## src/csm_defines.svh

```systemverilog
// register offsets, field positions, reset values and codes of the channel configuration block
`ifndef CSM_DEFINES_SVH
`define CSM_DEFINES_SVH

`define CSM_ADDR_W            8
`define CSM_DATA_W            8

`define CSM_ADDR_IDENT_LO     8'h00
`define CSM_ADDR_IDENT_HI     8'h01
`define CSM_ADDR_STRAP_STAT   8'h02
`define CSM_ADDR_PLL_ENABLE   8'h03
`define CSM_ADDR_APLL_CTRL    8'h04
`define CSM_ADDR_MCLK_CTRL    8'h05
`define CSM_ADDR_DPLL_MODE    8'h06
`define CSM_ADDR_NCO_B0       8'h07
`define CSM_ADDR_NCO_B3       8'h0A
`define CSM_ADDR_SSC_RATE     8'h0B
`define CSM_ADDR_SSC_RANGE    8'h0C
`define CSM_ADDR_MODE_STAT    8'h0D

`define CSM_BIT_DPLL_EN       0
`define CSM_POS_APLL_SEL      0
`define CSM_BIT_DOUBLER       0
`define CSM_POS_MCLK_FREQ     1
`define CSM_POS_OP_MODE       0
`define CSM_POS_REF_SEL       2

`define CSM_RST_DPLL_EN       1'b0
`define CSM_RST_APLL_SEL      3'h0
`define CSM_RST_DOUBLER       1'b0
`define CSM_RST_MCLK_FREQ     2'h0
`define CSM_RST_OP_MODE       2'h0
`define CSM_RST_REF_SEL       2'h0
`define CSM_RST_NCO           32'h0000_0000
`define CSM_RST_SSC           8'h00

`define CSM_OP_JITTER_ATT     2'h0
`define CSM_OP_NCO            2'h1
`define CSM_OP_SSC            2'h2

`define CSM_IF_SPI            2'h3
`define CSM_I2C_BASE_A        5'h10
`define CSM_I2C_BASE_B        5'h11
`define CSM_AC_EE_PROGRAM     2'h0

`endif

```

## src/csm_pkg.sv

```systemverilog
// types shared by the channel configuration block
package csm_pkg;

	typedef struct packed {
		logic test;
		logic autocfg_strap_hi;
		logic autocfg_strap_lo;
		logic host_if_strap_hi;
		logic host_if_strap_lo;
	} csm_strap_t;

	typedef struct packed {
		logic       wr;
		logic       rd;
		logic [7:0] addr;
		logic [7:0] wdata;
	} csm_reg_req_t;

	typedef struct packed {
		logic        digital_pll_enable;
		logic [2:0]  analog_pll_input_select;
		logic        doubler_enable;
		logic [1:0]  master_clock_freq_field;
		logic [1:0]  op_mode;
		logic [1:0]  dpll_ref_sel;
		logic [31:0] nco_freq;
		logic [7:0]  ssc_rate;
		logic [7:0]  ssc_range;
	} csm_cfg_t;

	typedef struct packed {
		logic        input_block_en;
		logic        dpll_full_en;
		logic        dpll_core_en;
		logic        monitor_en;
		logic        jitter_filter_en;
		logic        apll_only;
		logic        combined;
		logic [1:0]  dpll_ref_sel;
		logic        nco_active;
		logic [31:0] nco_freq;
		logic        ssc_active;
		logic [7:0]  ssc_rate;
		logic [7:0]  ssc_range;
		logic        doubler_enable;
		logic [1:0]  master_clock_freq_field;
		logic        spi_mode;
		logic [6:0]  i2c_addr;
		logic        host_if_active;
		logic        ring_osc_sel;
		logic        test_mode_en;
		logic [1:0]  test_mode_sel;
		logic        eeprom_prog_en;
		logic        eeprom_load;
		logic [1:0]  eeprom_slot;
	} csm_chan_out_t;

	typedef enum logic [1:0] {
		CSM_ST_HELD,
		CSM_ST_LOAD,
		CSM_ST_RUN
	} csm_chan_state_t;

endpackage

```

## src/csm_strap_latch.sv

```systemverilog
// strap capture on the release of one channel reset
`timescale 1ns/100ps
module csm_strap_latch
	import csm_pkg::*;
(
	input  wire logic       clk_i,
	input  wire logic       nrst_i,
	input  wire logic       channel_reset_n_i,
	input  wire csm_strap_t strap_i,
	output csm_strap_t      strap_o,
	output logic            latch_o
);

	logic       rst_prev;
	logic       next_rst_prev;
	csm_strap_t next_strap;
	logic       next_latch;

	always_comb begin
		next_rst_prev = channel_reset_n_i;
		next_latch    = channel_reset_n_i & ~rst_prev;
		// value held until the next release
		next_strap    = next_latch ? strap_i : strap_o;
	end

	always_ff @(posedge clk_i) begin
		if (!nrst_i) begin
			rst_prev <= 1'b0;
			strap_o  <= '0;
			latch_o  <= 1'b0;
		end else begin
			rst_prev <= next_rst_prev;
			strap_o  <= next_strap;
			latch_o  <= next_latch;
		end
	end

endmodule

```

## src/csm_dual_channel.sv

```systemverilog
// dual-channel strap capture, mode decode and per-channel register map
`timescale 1ns/100ps
`include "csm_defines.svh"
module csm_dual_channel
	import csm_pkg::*;
#(
	parameter int          NUM_CH   = 2,
	parameter logic [11:0] IDENT    = 12'h05A,   // arbitrary value
	parameter logic [3:0]  REVISION = 4'h1       // arbitrary value
)(
	input  wire logic                        CLK_I,
	input  wire logic                        NRST_I,
	input  wire logic [NUM_CH-1:0]           CHANNEL_RESET_N_I,
	input  wire csm_strap_t [NUM_CH-1:0]     STRAP_I,
	input  wire logic [NUM_CH-1:0]           MCLK_READY_I,
	input  wire csm_reg_req_t [NUM_CH-1:0]   REG_REQ_I,
	output logic [NUM_CH-1:0][7:0]           REG_RDATA_O,
	output logic [NUM_CH-1:0]                REG_RVALID_O,
	output csm_chan_out_t [NUM_CH-1:0]       CHAN_O
);

	////////////////////////////////////////////////////////////////////////////////
	// elaboration checks

	if (NUM_CH < 1 || NUM_CH > 2) begin : g_bad_num_ch
		$error("NUM_CH must be 1 or 2");
	end

	if (`CSM_ADDR_NCO_B3 - `CSM_ADDR_NCO_B0 != 8'h03) begin : g_bad_nco_span
		$error("NCO frequency word needs four byte registers");
	end

	if (`CSM_I2C_BASE_A == `CSM_I2C_BASE_B) begin : g_bad_i2c_base
		$error("channel I2C addresses must differ");
	end

	if ($bits(csm_strap_t) > 8) begin : g_bad_strap_width
		$error("strap status must fit one register");
	end

	////////////////////////////////////////////////////////////////////////////////
	// shared decoding

	function automatic logic is_apll_only(input logic [2:0] sel);
		return ~sel[2];
	endfunction

	function automatic logic is_combined(input logic [2:0] sel, input logic en);
		return (sel[2:1] == 2'b11) && en;
	endfunction

	function automatic logic [7:0] strap_byte(input csm_strap_t s);
		return {3'h0, s};
	endfunction

	function automatic logic [7:0] mode_byte(input csm_cfg_t c);
		logic ao;
		logic cb;
		ao = is_apll_only(c.analog_pll_input_select);
		cb = is_combined(c.analog_pll_input_select, c.digital_pll_enable);
		return {4'h0, c.digital_pll_enable & ~ao, cb, ao, c.digital_pll_enable};
	endfunction

	function automatic logic [1:0] autocfg_code(input csm_strap_t s);
		return {s.autocfg_strap_hi, s.autocfg_strap_lo};
	endfunction

	function automatic logic [1:0] host_if_code(input csm_strap_t s);
		return {s.host_if_strap_hi, s.host_if_strap_lo};
	endfunction

	function automatic logic is_nco_addr(input logic [7:0] addr);
		return (addr >= `CSM_ADDR_NCO_B0) && (addr <= `CSM_ADDR_NCO_B3);
	endfunction

	function automatic logic [6:0] i2c_addr_for(input int chan, input csm_strap_t s);
		// upper bits name the channel, low bits echo the interface straps
		return {(chan == 0) ? `CSM_I2C_BASE_A : `CSM_I2C_BASE_B, host_if_code(s)};
	endfunction

	////////////////////////////////////////////////////////////////////////////////
	// one independent slice per channel

	for (genvar ch = 0; ch < NUM_CH; ch++) begin : g_chan

		////////////////////////////////////////////////////////////////////////////
		// per-channel state

		csm_strap_t      strap;
		logic            latch_pulse;
		logic            chan_rst;
		csm_chan_state_t state;
		csm_chan_state_t next_state;
		csm_cfg_t        cfg;
		csm_cfg_t        next_cfg;
		csm_chan_out_t   out_q;
		csm_chan_out_t   next_out;
		logic [7:0]      rdata;
		logic [7:0]      next_rdata;
		logic            rvalid;
		logic            next_rvalid;
		logic            host_active;
		logic            eeprom_fire;
		logic [1:0]      nco_idx;

		// either reset holds this channel; NRST_I holds every channel, the channel reset this one alone
		assign chan_rst = ~NRST_I | ~CHANNEL_RESET_N_I[ch];

		csm_strap_latch u_strap (
			.clk_i             (CLK_I),
			.nrst_i            (NRST_I),
			.channel_reset_n_i (CHANNEL_RESET_N_I[ch]),
			.strap_i           (STRAP_I[ch]),
			.strap_o           (strap),
			.latch_o           (latch_pulse)
		);

		////////////////////////////////////////////////////////////////////////////
		// start-up sequence

		always_comb begin
			next_state  = state;
			eeprom_fire = 1'b0;
			case (state)
				CSM_ST_HELD: begin
					if (latch_pulse) begin
						next_state = CSM_ST_LOAD;
					end
				end
				CSM_ST_LOAD: begin
					// loading waits for the latched straps
					eeprom_fire = ~strap.test;
					next_state  = CSM_ST_RUN;
				end
				CSM_ST_RUN: begin
					next_state = CSM_ST_RUN;
				end
				default: begin
					next_state = CSM_ST_HELD;
				end
			endcase
		end

		always_ff @(posedge CLK_I) begin
			if (chan_rst) begin
				state <= CSM_ST_HELD;
			end else begin
				state <= next_state;
			end
		end

		assign host_active = (state != CSM_ST_HELD);

		////////////////////////////////////////////////////////////////////////////
		// register writes, own port only

		assign nco_idx = 2'(REG_REQ_I[ch].addr - `CSM_ADDR_NCO_B0);

		always_comb begin
			next_cfg = cfg;
			if (REG_REQ_I[ch].wr && host_active) begin
				if (REG_REQ_I[ch].addr == `CSM_ADDR_PLL_ENABLE) begin
					next_cfg.digital_pll_enable = REG_REQ_I[ch].wdata[`CSM_BIT_DPLL_EN];
				end else if (REG_REQ_I[ch].addr == `CSM_ADDR_APLL_CTRL) begin
					next_cfg.analog_pll_input_select = REG_REQ_I[ch].wdata[`CSM_POS_APLL_SEL +: 3];
				end else if (REG_REQ_I[ch].addr == `CSM_ADDR_MCLK_CTRL) begin
					next_cfg.doubler_enable          = REG_REQ_I[ch].wdata[`CSM_BIT_DOUBLER];
					next_cfg.master_clock_freq_field = REG_REQ_I[ch].wdata[`CSM_POS_MCLK_FREQ +: 2];
				end else if (REG_REQ_I[ch].addr == `CSM_ADDR_DPLL_MODE) begin
					next_cfg.op_mode      = REG_REQ_I[ch].wdata[`CSM_POS_OP_MODE +: 2];
					next_cfg.dpll_ref_sel = REG_REQ_I[ch].wdata[`CSM_POS_REF_SEL +: 2];
				end else if (is_nco_addr(REG_REQ_I[ch].addr)) begin
					// one byte of the NCO word per address
					next_cfg.nco_freq[8*nco_idx +: 8] = REG_REQ_I[ch].wdata;
				end else if (REG_REQ_I[ch].addr == `CSM_ADDR_SSC_RATE) begin
					next_cfg.ssc_rate = REG_REQ_I[ch].wdata;
				end else if (REG_REQ_I[ch].addr == `CSM_ADDR_SSC_RANGE) begin
					next_cfg.ssc_range = REG_REQ_I[ch].wdata;
				end
				// identification and strap status ignore writes
			end
		end

		always_ff @(posedge CLK_I) begin
			if (chan_rst) begin
				cfg.digital_pll_enable      <= `CSM_RST_DPLL_EN;
				cfg.analog_pll_input_select <= `CSM_RST_APLL_SEL;
				cfg.doubler_enable          <= `CSM_RST_DOUBLER;
				cfg.master_clock_freq_field <= `CSM_RST_MCLK_FREQ;
				cfg.op_mode                 <= `CSM_RST_OP_MODE;
				cfg.dpll_ref_sel            <= `CSM_RST_REF_SEL;
				cfg.nco_freq                <= `CSM_RST_NCO;
				cfg.ssc_rate                <= `CSM_RST_SSC;
				cfg.ssc_range               <= `CSM_RST_SSC;
			end else begin
				cfg <= next_cfg;
			end
		end

		////////////////////////////////////////////////////////////////////////////
		// register reads, map starts at zero

		always_comb begin
			next_rdata  = 8'h00;
			next_rvalid = REG_REQ_I[ch].rd && host_active;
			if (REG_REQ_I[ch].addr == `CSM_ADDR_IDENT_LO) begin
				next_rdata = IDENT[7:0];
			end else if (REG_REQ_I[ch].addr == `CSM_ADDR_IDENT_HI) begin
				next_rdata = {IDENT[11:8], REVISION};
			end else if (REG_REQ_I[ch].addr == `CSM_ADDR_STRAP_STAT) begin
				next_rdata = strap_byte(strap);
			end else if (REG_REQ_I[ch].addr == `CSM_ADDR_PLL_ENABLE) begin
				next_rdata = {7'h00, cfg.digital_pll_enable};
			end else if (REG_REQ_I[ch].addr == `CSM_ADDR_APLL_CTRL) begin
				next_rdata = {5'h00, cfg.analog_pll_input_select};
			end else if (REG_REQ_I[ch].addr == `CSM_ADDR_MCLK_CTRL) begin
				next_rdata = {5'h00, cfg.master_clock_freq_field, cfg.doubler_enable};
			end else if (REG_REQ_I[ch].addr == `CSM_ADDR_DPLL_MODE) begin
				next_rdata = {4'h0, cfg.dpll_ref_sel, cfg.op_mode};
			end else if (is_nco_addr(REG_REQ_I[ch].addr)) begin
				next_rdata = cfg.nco_freq[8*nco_idx +: 8];
			end else if (REG_REQ_I[ch].addr == `CSM_ADDR_SSC_RATE) begin
				next_rdata = cfg.ssc_rate;
			end else if (REG_REQ_I[ch].addr == `CSM_ADDR_SSC_RANGE) begin
				next_rdata = cfg.ssc_range;
			end else if (REG_REQ_I[ch].addr == `CSM_ADDR_MODE_STAT) begin
				next_rdata = mode_byte(cfg);
			end
			// reads of held or idle ports return zero
			if (!next_rvalid) begin
				next_rdata = 8'h00;
			end
		end

		always_ff @(posedge CLK_I) begin
			if (chan_rst) begin
				rdata  <= 8'h00;
				rvalid <= 1'b0;
			end else begin
				rdata  <= next_rdata;
				rvalid <= next_rvalid;
			end
		end

		assign REG_RDATA_O[ch]  = rdata;
		assign REG_RVALID_O[ch] = rvalid;

		////////////////////////////////////////////////////////////////////////////
		// mode decode and strap-driven outputs

		always_comb begin
			logic apll_only;
			logic combined;
			apll_only = is_apll_only(next_cfg.analog_pll_input_select);
			combined  = is_combined(next_cfg.analog_pll_input_select,
				next_cfg.digital_pll_enable);
			next_out                  = '0;
			next_out.apll_only        = apll_only;
			next_out.combined         = combined;
			// analog-only and unknown codes keep monitors off
			if (combined) begin
				if (next_cfg.op_mode == `CSM_OP_NCO) begin
					next_out.dpll_core_en = 1'b1;
					next_out.nco_active   = 1'b1;
				end else if (next_cfg.op_mode == `CSM_OP_SSC) begin
					next_out.dpll_core_en = 1'b1;
					next_out.ssc_active   = 1'b1;
				end else begin
					next_out.input_block_en   = 1'b1;
					next_out.dpll_full_en     = 1'b1;
					next_out.dpll_core_en     = 1'b1;
					next_out.monitor_en       = 1'b1;
					next_out.jitter_filter_en = 1'b1;
				end
			end
			if (!next_cfg.digital_pll_enable) begin
				next_out.input_block_en = 1'b0;
				next_out.dpll_full_en   = 1'b0;
				next_out.dpll_core_en   = 1'b0;
			end

			// settings passed straight through
			next_out.dpll_ref_sel            = next_cfg.dpll_ref_sel;
			next_out.nco_freq                = next_cfg.nco_freq;
			next_out.ssc_rate                = next_cfg.ssc_rate;
			next_out.ssc_range               = next_cfg.ssc_range;
			next_out.doubler_enable          = next_cfg.doubler_enable;
			next_out.master_clock_freq_field = next_cfg.master_clock_freq_field;

			// strap-driven host port and start-up outputs
			next_out.spi_mode                = (host_if_code(strap) == `CSM_IF_SPI);
			next_out.i2c_addr                = next_out.spi_mode ? 7'h00 : i2c_addr_for(ch, strap);
			next_out.host_if_active          = next_state != CSM_ST_HELD;
			next_out.ring_osc_sel            = ~MCLK_READY_I[ch];
			next_out.test_mode_en            = strap.test;
			next_out.test_mode_sel           = strap.test ? autocfg_code(strap) : 2'h0;
			next_out.eeprom_prog_en          = strap.test
				&& (autocfg_code(strap) == `CSM_AC_EE_PROGRAM);
			next_out.eeprom_load             = eeprom_fire;
			next_out.eeprom_slot             = autocfg_code(strap);
		end

		always_ff @(posedge CLK_I) begin
			if (chan_rst) begin
				out_q              <= '0;
				out_q.apll_only    <= 1'b1;
				out_q.ring_osc_sel <= 1'b1;
			end else begin
				out_q <= next_out;
			end
		end

		assign CHAN_O[ch] = out_q;

	end

endmodule

```

## config.mk

```make
export PLATFORM = sky130hd
export DESIGN_NAME = csm_dual_channel
export DESIGN_NICKNAME = d
export VERILOG_FILES = /design/src/csm_pkg.sv /design/src/csm_strap_latch.sv /design/src/csm_dual_channel.sv
export VERILOG_INCLUDE_DIRS = /design/src
export SDC_FILE = /design/constraint.sdc
export NUM_CORES = 1
export LEC_CHECK = 0
export ABC_AREA = 1
export ABC_CLOCK_PERIOD_IN_PS = 4150
export BUFFER_PORTS_ARGS = -buffer_cell sky130_fd_sc_hd__buf_2
export CELL_PAD_IN_SITES_DETAIL_PLACEMENT = 1
export CELL_PAD_IN_SITES_GLOBAL_PLACEMENT = 1
export CORE_UTILIZATION = 42
export CTS_CLUSTER_SIZE = 24
export DETAILED_ROUTE_END_ITERATION = 8
export GPL_TIMING_DRIVEN = 0
export MAX_ROUTING_LAYER = met4
export PLACE_DENSITY_LB_ADDON = 0.1
export SLEW_MARGIN = 20
export SYNTH_ARGS = -nofsm -noshare
export SYNTH_HDL_FRONTEND = slang
export SYNTH_SLANG_ARGS = --single-unit
```

## constraint.sdc

```tcl
create_clock -name CLK_I -period 4.15 [get_ports CLK_I]
set_input_delay 0.2075 -clock CLK_I [delete_from_list [all_inputs] [get_ports CLK_I]]
set_output_delay 0.2075 -clock CLK_I [all_outputs]
set_load 0.03 [all_outputs]
```

# Word-level counts from Yosys, hierarchy flattened
# Index checks and enable logic that the tools add are counted.
# word_totals
input_bits,52
reg_bits,206
word_cells,295
out_inout_bits,176
# op_classes
muxes,68
order_cmp,4
eq_ne,32
reduce_logical,58
addsub,4
shift,6
bitwise_logic,39
# op_table
op,count
59-bit two-way mux,2
58-bit two-way mux,2
7-bit two-way mux,16
55-bit two-way mux,2
52-bit two-way mux,2
48-bit two-way mux,2
8-bit two-way mux,12
5-bit negation with 34-bit output,2
8-bit by 34-bit variable shift with 32-bit output (first input constant),2
8-bit by 34-bit variable part select with 32-bit output,2
32-bit bitwise mux,2
32-bit two-way mux,2
32-bit by 6-bit variable part select with 8-bit output,2
8-bit by 3-bit == test with 1-bit output (second input constant),6
8-bit by 4-bit == test with 1-bit output (second input constant),6
1-bit NOT,33
8-bit by 2-bit == test with 1-bit output (second input constant),4
16-bit two-way mux,2
2-bit OR reduction,14
2-bit == test (second input constant),10
3-bit two-way mux,6
3-bit OR reduction,6
9-bit OR reduction,2
8-bit by 1-bit == test with 1-bit output (second input constant),2
21 further kinds,70

# Longest topological paths before layout
# logic_depth
word_depth,14
ltp_mapped,17
mapped_depth_nobuf,15

# By module
# From an unflattened synthesis, not the netlist that was laid out.
# unflattened
hier_cells,1337
area_unflattened_um2,9760.6
# by_module_without_submodules
module,instances,area_each_um2,cells_per_inst,seq_area_each_um2
csm_dual_channel,1,9230.1,1261,3603.5
csm_strap_latch,2,265.3,38,140.1

# Least setup slack after synthesis
# Ideal clock, no wire load.
# synth_timing
kind,input-to-reg
start,in REG_REQ_I[8] (netlist name)
end,reg g_chan[0].out_q (netlist bit CHAN_O[75])
required_ns,4.033
arrival_time_ns,2.095
n_path_buf,1
cell_stages,14
slack_ns,1.937
cell_sequence,clkbuf_1 > inv_1 > ha_1 > nand2_1 > nor2_4 > nor2_4 > nand2_4 > nor2_2 > nand2_1 > o21ai_0 > inv_1 > ha_1 > inv_1 > nor2_1
# synth_rtl
item,line_no,rtl
start: declaration,csm_dual_channel.sv:16,"input wire csm_reg_req_t [NUM_CH-1:0] REG_REQ_I,"
end signal: assignment,csm_dual_channel.sv:309,out_q <= next_out;
end: declaration,csm_dual_channel.sv:96,csm_chan_out_t out_q;

# Worst setup path after layout
# layout_timing
start,in REG_REQ_I[8] (netlist name)
end,reg g_chan[0].rdata[2]
# layout_between
elab_chain_len,10
# layout_rtl
item,line_no,rtl
"parallel branches: the longest is 10 deep, another holds 2-bit subtractor",--,
end signal: assignment,csm_dual_channel.sv:240,rdata <= next_rdata;
end: declaration,csm_dual_channel.sv:98,logic [7:0] rdata;
# Parallel ways; which one is timed is not known.
# A chain may end at the register's enable or synchronous reset.

==> key figures <==
Status
  – Status: completed

Job
  – Max_cap viols: 0

Clocking
  – Maximum level of the CTS H-tree: 4
  – Clock Path Buffers: 2
  – Clock Sinks: 194
  – Clock Latency Late Sink: roughly 440 ps
  – Clk root buf: clkbuf_16
  – Setup bufs post-CTS: 0
  – TritonCTS Buffers: 17
  – TritonCTS clock tree: done
  – Worst-path clk slew: 80 ps
  – Post-CTS sizing: 0

Place
  – Input/output buffers: ~220
  – Placed cell area: 11600 µm²
  – Post-DP HPWL: 26740 µm
  – RD Place Congestion: roughly 0.95

STA
  – RSZ-0062 raised after global routing: false
  – Setup Skew: 16.04 ps
  – Hold Violations, Final: 0
  – Worst-Margin Slew: 753.4 ps
  – Final Setup Violations: 0
  – Worst slew margin: 49.35%
  – Tmin final: 2778 ps
  – Achievable Freq: between 300 and 400 MHz
  – Slew Limit Fails: 0
  – Fin crit share: 66.94%
  – Final setup TNS: 0 ps

Setup path
  – Critical Path Source Type: input pin
  – Worst setup EP type: register
  – CP Data Required Time: 4480 ps
  – Crit Path Max Fanout: 9
  – Crit path DAT: 3100 ps
  – Setup Crit Path Kind: input pin to register

Synthesis
  – Flops & latches, synth: 194
  – Syn. warnings: 0
  – Mean Syn Cell Area: between 7 and 8 µm²
  – Synth Flop Type: dfxtp_1
  – Syn Std Cell Area: 10080 µm²
  – Synth unique cells: 48
  – EDFF count, synth: 0
  – Post-synthesis sequential area ratio: roughly two fifths
  – Synth Instances: around 1.4k
  – Ys async rst share: 0%

Power
  – Final Power: 0.003913 W
  – PwrDens: 320.3 nW/µm²
  – Maximum vdd drop: 0.0002375 V
  – P_leak: 5.908 nW

Cells and area
  – Diodes inserted: 0
  – Layout net count: 1683
  – Synthesis-to-layout area growth: 21.18%
  – Design area: 12220 µm²
  – Filler instances: 3100
  – Share of layout cells above drive strength 1: 28.47%

Route
  – Avg WL per Cell: roughly 17 µm
  – Via count: 9753
  – Via density: approximately 5.0
  – Drt initial violations: 488
  – DRT antenna net count: 0
  – Drt total wl: ~34000 µm
  – DRT Pass-1 Iters: 5
  – Detailed-route DRC error count: 0

Global route
  – GRT Total Usage: 28.57%
  – Antenna violations before repair: 0
  – Grt total ovfl: 0
  – Vias in the first global route: approximately 9.6k
  – Wire length of the first global-routing pass: approximately 52000 µm
  – Largest net degree at the start of global routing: 20

Floorplan
  – Die area: between 20000 and 25000 µm²
  – Top Ports: about 230
  – Die Wd: roughly 160 µm
  – Core area: 23470 µm²
  – Site Rows: 56
  – Starting Density: 42.95%
  – Chip height: ~160 µm

Min path
  – HP Class: input pin to register
## per-stage QoR
stage / worst slack [ps] / std cells / utilization [%] / hold WS [ps]
final: 1372 / 1938 / 52.05 / 14.85
after global routing: 1146 / 1938 / 52.05 / 22.35
after CTS: 1437 / 1938 / 52.05 / 0.2755
after detailed placement: 976.0 / 1904 / 49.42 / 379.8
after global placement: 1056 / 1904 / 49.42 / 373.5
after floorplan: 1937 / 1366 / - / 277.5
## placed cells by master (no fill, tap or decap), types with 3 or more instances in the layout
master | Yosys | layout
nor2_8 | 6 | 6
nand2_1 | 210 | 210
inv_6 | 0 | 3
conb_1 | 1 | 7
buf_6 | 4 | 4
nor2_4 | 12 | 12
inv_2 | 12 | 12
buf_2 | 6 | 225
o21a_1 | 3 | 3
ha_1 | 25 | 25
nand3_2 | 4 | 4
nor3_1 | 23 | 23
dfxtp_1 | 194 | 194
a211oi_1 | 17 | 17
o21ai_0 | 87 | 87
o211ai_1 | 4 | 4
clkbuf_16 | 0 | 17
inv_8 | 0 | 5
o221ai_1 | 3 | 3
nor3_4 | 5 | 5
clkbuf_1 | 19 | 19
nor2_2 | 11 | 11
nand2_2 | 5 | 5
inv_1 | 158 | 158
nor4_1 | 8 | 8
nand4_1 | 21 | 21
nand2_4 | 6 | 6
a22oi_1 | 7 | 7
o22ai_1 | 5 | 5
nor2_1 | 167 | 167
o21ai_1 | 9 | 9
a221oi_1 | 4 | 4
buf_4 | 124 | 124
a21oi_1 | 124 | 124
nand3_1 | 53 | 53
## registers in the layout, summed over array words and instances, names as in the netlist
name	count
CHAN_O	146
g_chan.cfg	12
g_chan.rdata	16
g_chan.rvalid	2
g_chan.state	4
g_chan.u_strap.latch_o	2
g_chan.u_strap.rst_prev	2
g_chan.u_strap.strap_o	10
## path summary, 6_finish.rpt
| check | from | end | slack (ps) | cells after the start |
|---|---|---|---|---|
| setup reg to reg | g_chan[0].state[0] | CHAN_O[75] | 1710 | 13 |
| hold reg to reg | g_chan[1].u_strap.rst_prev | g_chan[1].u_strap.latch_o | 420 | 1 |
| setup / recovery | REG_REQ_I[8] | g_chan[0].rdata[2] | 1370 | 14 |
| hold / removal | STRAP_I[9] | g_chan[1].u_strap.strap_o[4] | 10 | 3 |
## where the power goes
group / total, W / internal, W / switching (W)
Clock: 0.00170 / 0.000878 / 0.000819
Combinational: 0.000328 / 0.0000854 / 0.000243
Sequential: 0.00189 / 0.00188 / 0.0000110
## repair_timing
item                                    in CTS  in global routing
hold endpoints to repair                     2                  0
hold buffers                                 2                  0
endpoints found under the setup margin       0                  0
## area by class of cell
class	instances	area, µm²	share of cell area [%]
Buffer	156	1100	9.001
Clock inverter	14	158.9	1.301
Tap cell	319	399.1	3.267
Multi-Input combinational cell	843	4469	36.58
Inverter	173	651.9	5.335
Clock buffer	18	439.2	3.594
Timing Repair Buffer	221	1116	9.135
Sequential cell	194	3884	31.79
## synthesized netlist by cell type, types with 3 or more instances
| cell | n | share of area (%) |
|---|---|---|
| o221ai_1 | 3 | 0.26 |
| nand2_1 | 210 | 7.8 |
| nand3_2 | 4 | 0.40 |
| nand3_1 | 53 | 2.6 |
| buf_4 | 124 | 9.2 |
| o21ai_1 | 9 | 0.45 |
| nand2_4 | 6 | 0.67 |
| clkbuf_1 | 19 | 0.71 |
| a22oi_1 | 7 | 0.52 |
| nor2_2 | 11 | 0.68 |
| dfxtp_1 | 194 | 39 |
| o211ai_1 | 4 | 0.30 |
| nor2_1 | 167 | 6.2 |
| inv_1 | 158 | 5.9 |
| nor2_4 | 12 | 1.3 |
| buf_2 | 6 | 0.30 |
| o21a_1 | 3 | 0.22 |
| a221oi_1 | 4 | 0.35 |
| o21ai_0 | 87 | 4.3 |
| nand4_1 | 21 | 1.3 |
| nor4_1 | 8 | 0.50 |
| inv_2 | 12 | 0.45 |
| nand2_2 | 5 | 0.31 |
| nor3_4 | 5 | 0.81 |
| nor3_1 | 23 | 1.1 |
| buf_6 | 4 | 0.45 |
| a21oi_1 | 124 | 6.2 |
| nor2_8 | 6 | 1.2 |
| o22ai_1 | 5 | 0.31 |
| a211oi_1 | 17 | 1.3 |
| ha_1 | 25 | 3.1 |
## logic make-up (layout without fill, tap and decap cells)
kind of cell	Yosys count	in the layout	synth area share [%]
compound gates	274	274	15.39
fa+ha+maj	25	25	3.103
buf+inv	329	582	17.37
flops	194	194	38.52
other cells	1	7	0.03719
simple gates	537	537	25.58
## metal layers
layer	up-vias	track usage (%)	wire length, µm
met3	36	3.276	1430
li1	4774	-	-
met1	4691	34.04	14300
met4	0	7.423	579
met5	-	-	0
met2	252	50.86	17590
## critical path: stages
cell and delay (ps):
buf_2 170, clkbuf_1 380, inv_1 240, ha_1 470, inv_1 120, nor2_1 370, inv_1 240, or2_2 320
o221ai_1 120, nand2_1 110, nand2_1 90, nand2_1 50, a21oi_1 160, nor2_1 60
(Power assumes the default switching activity.)
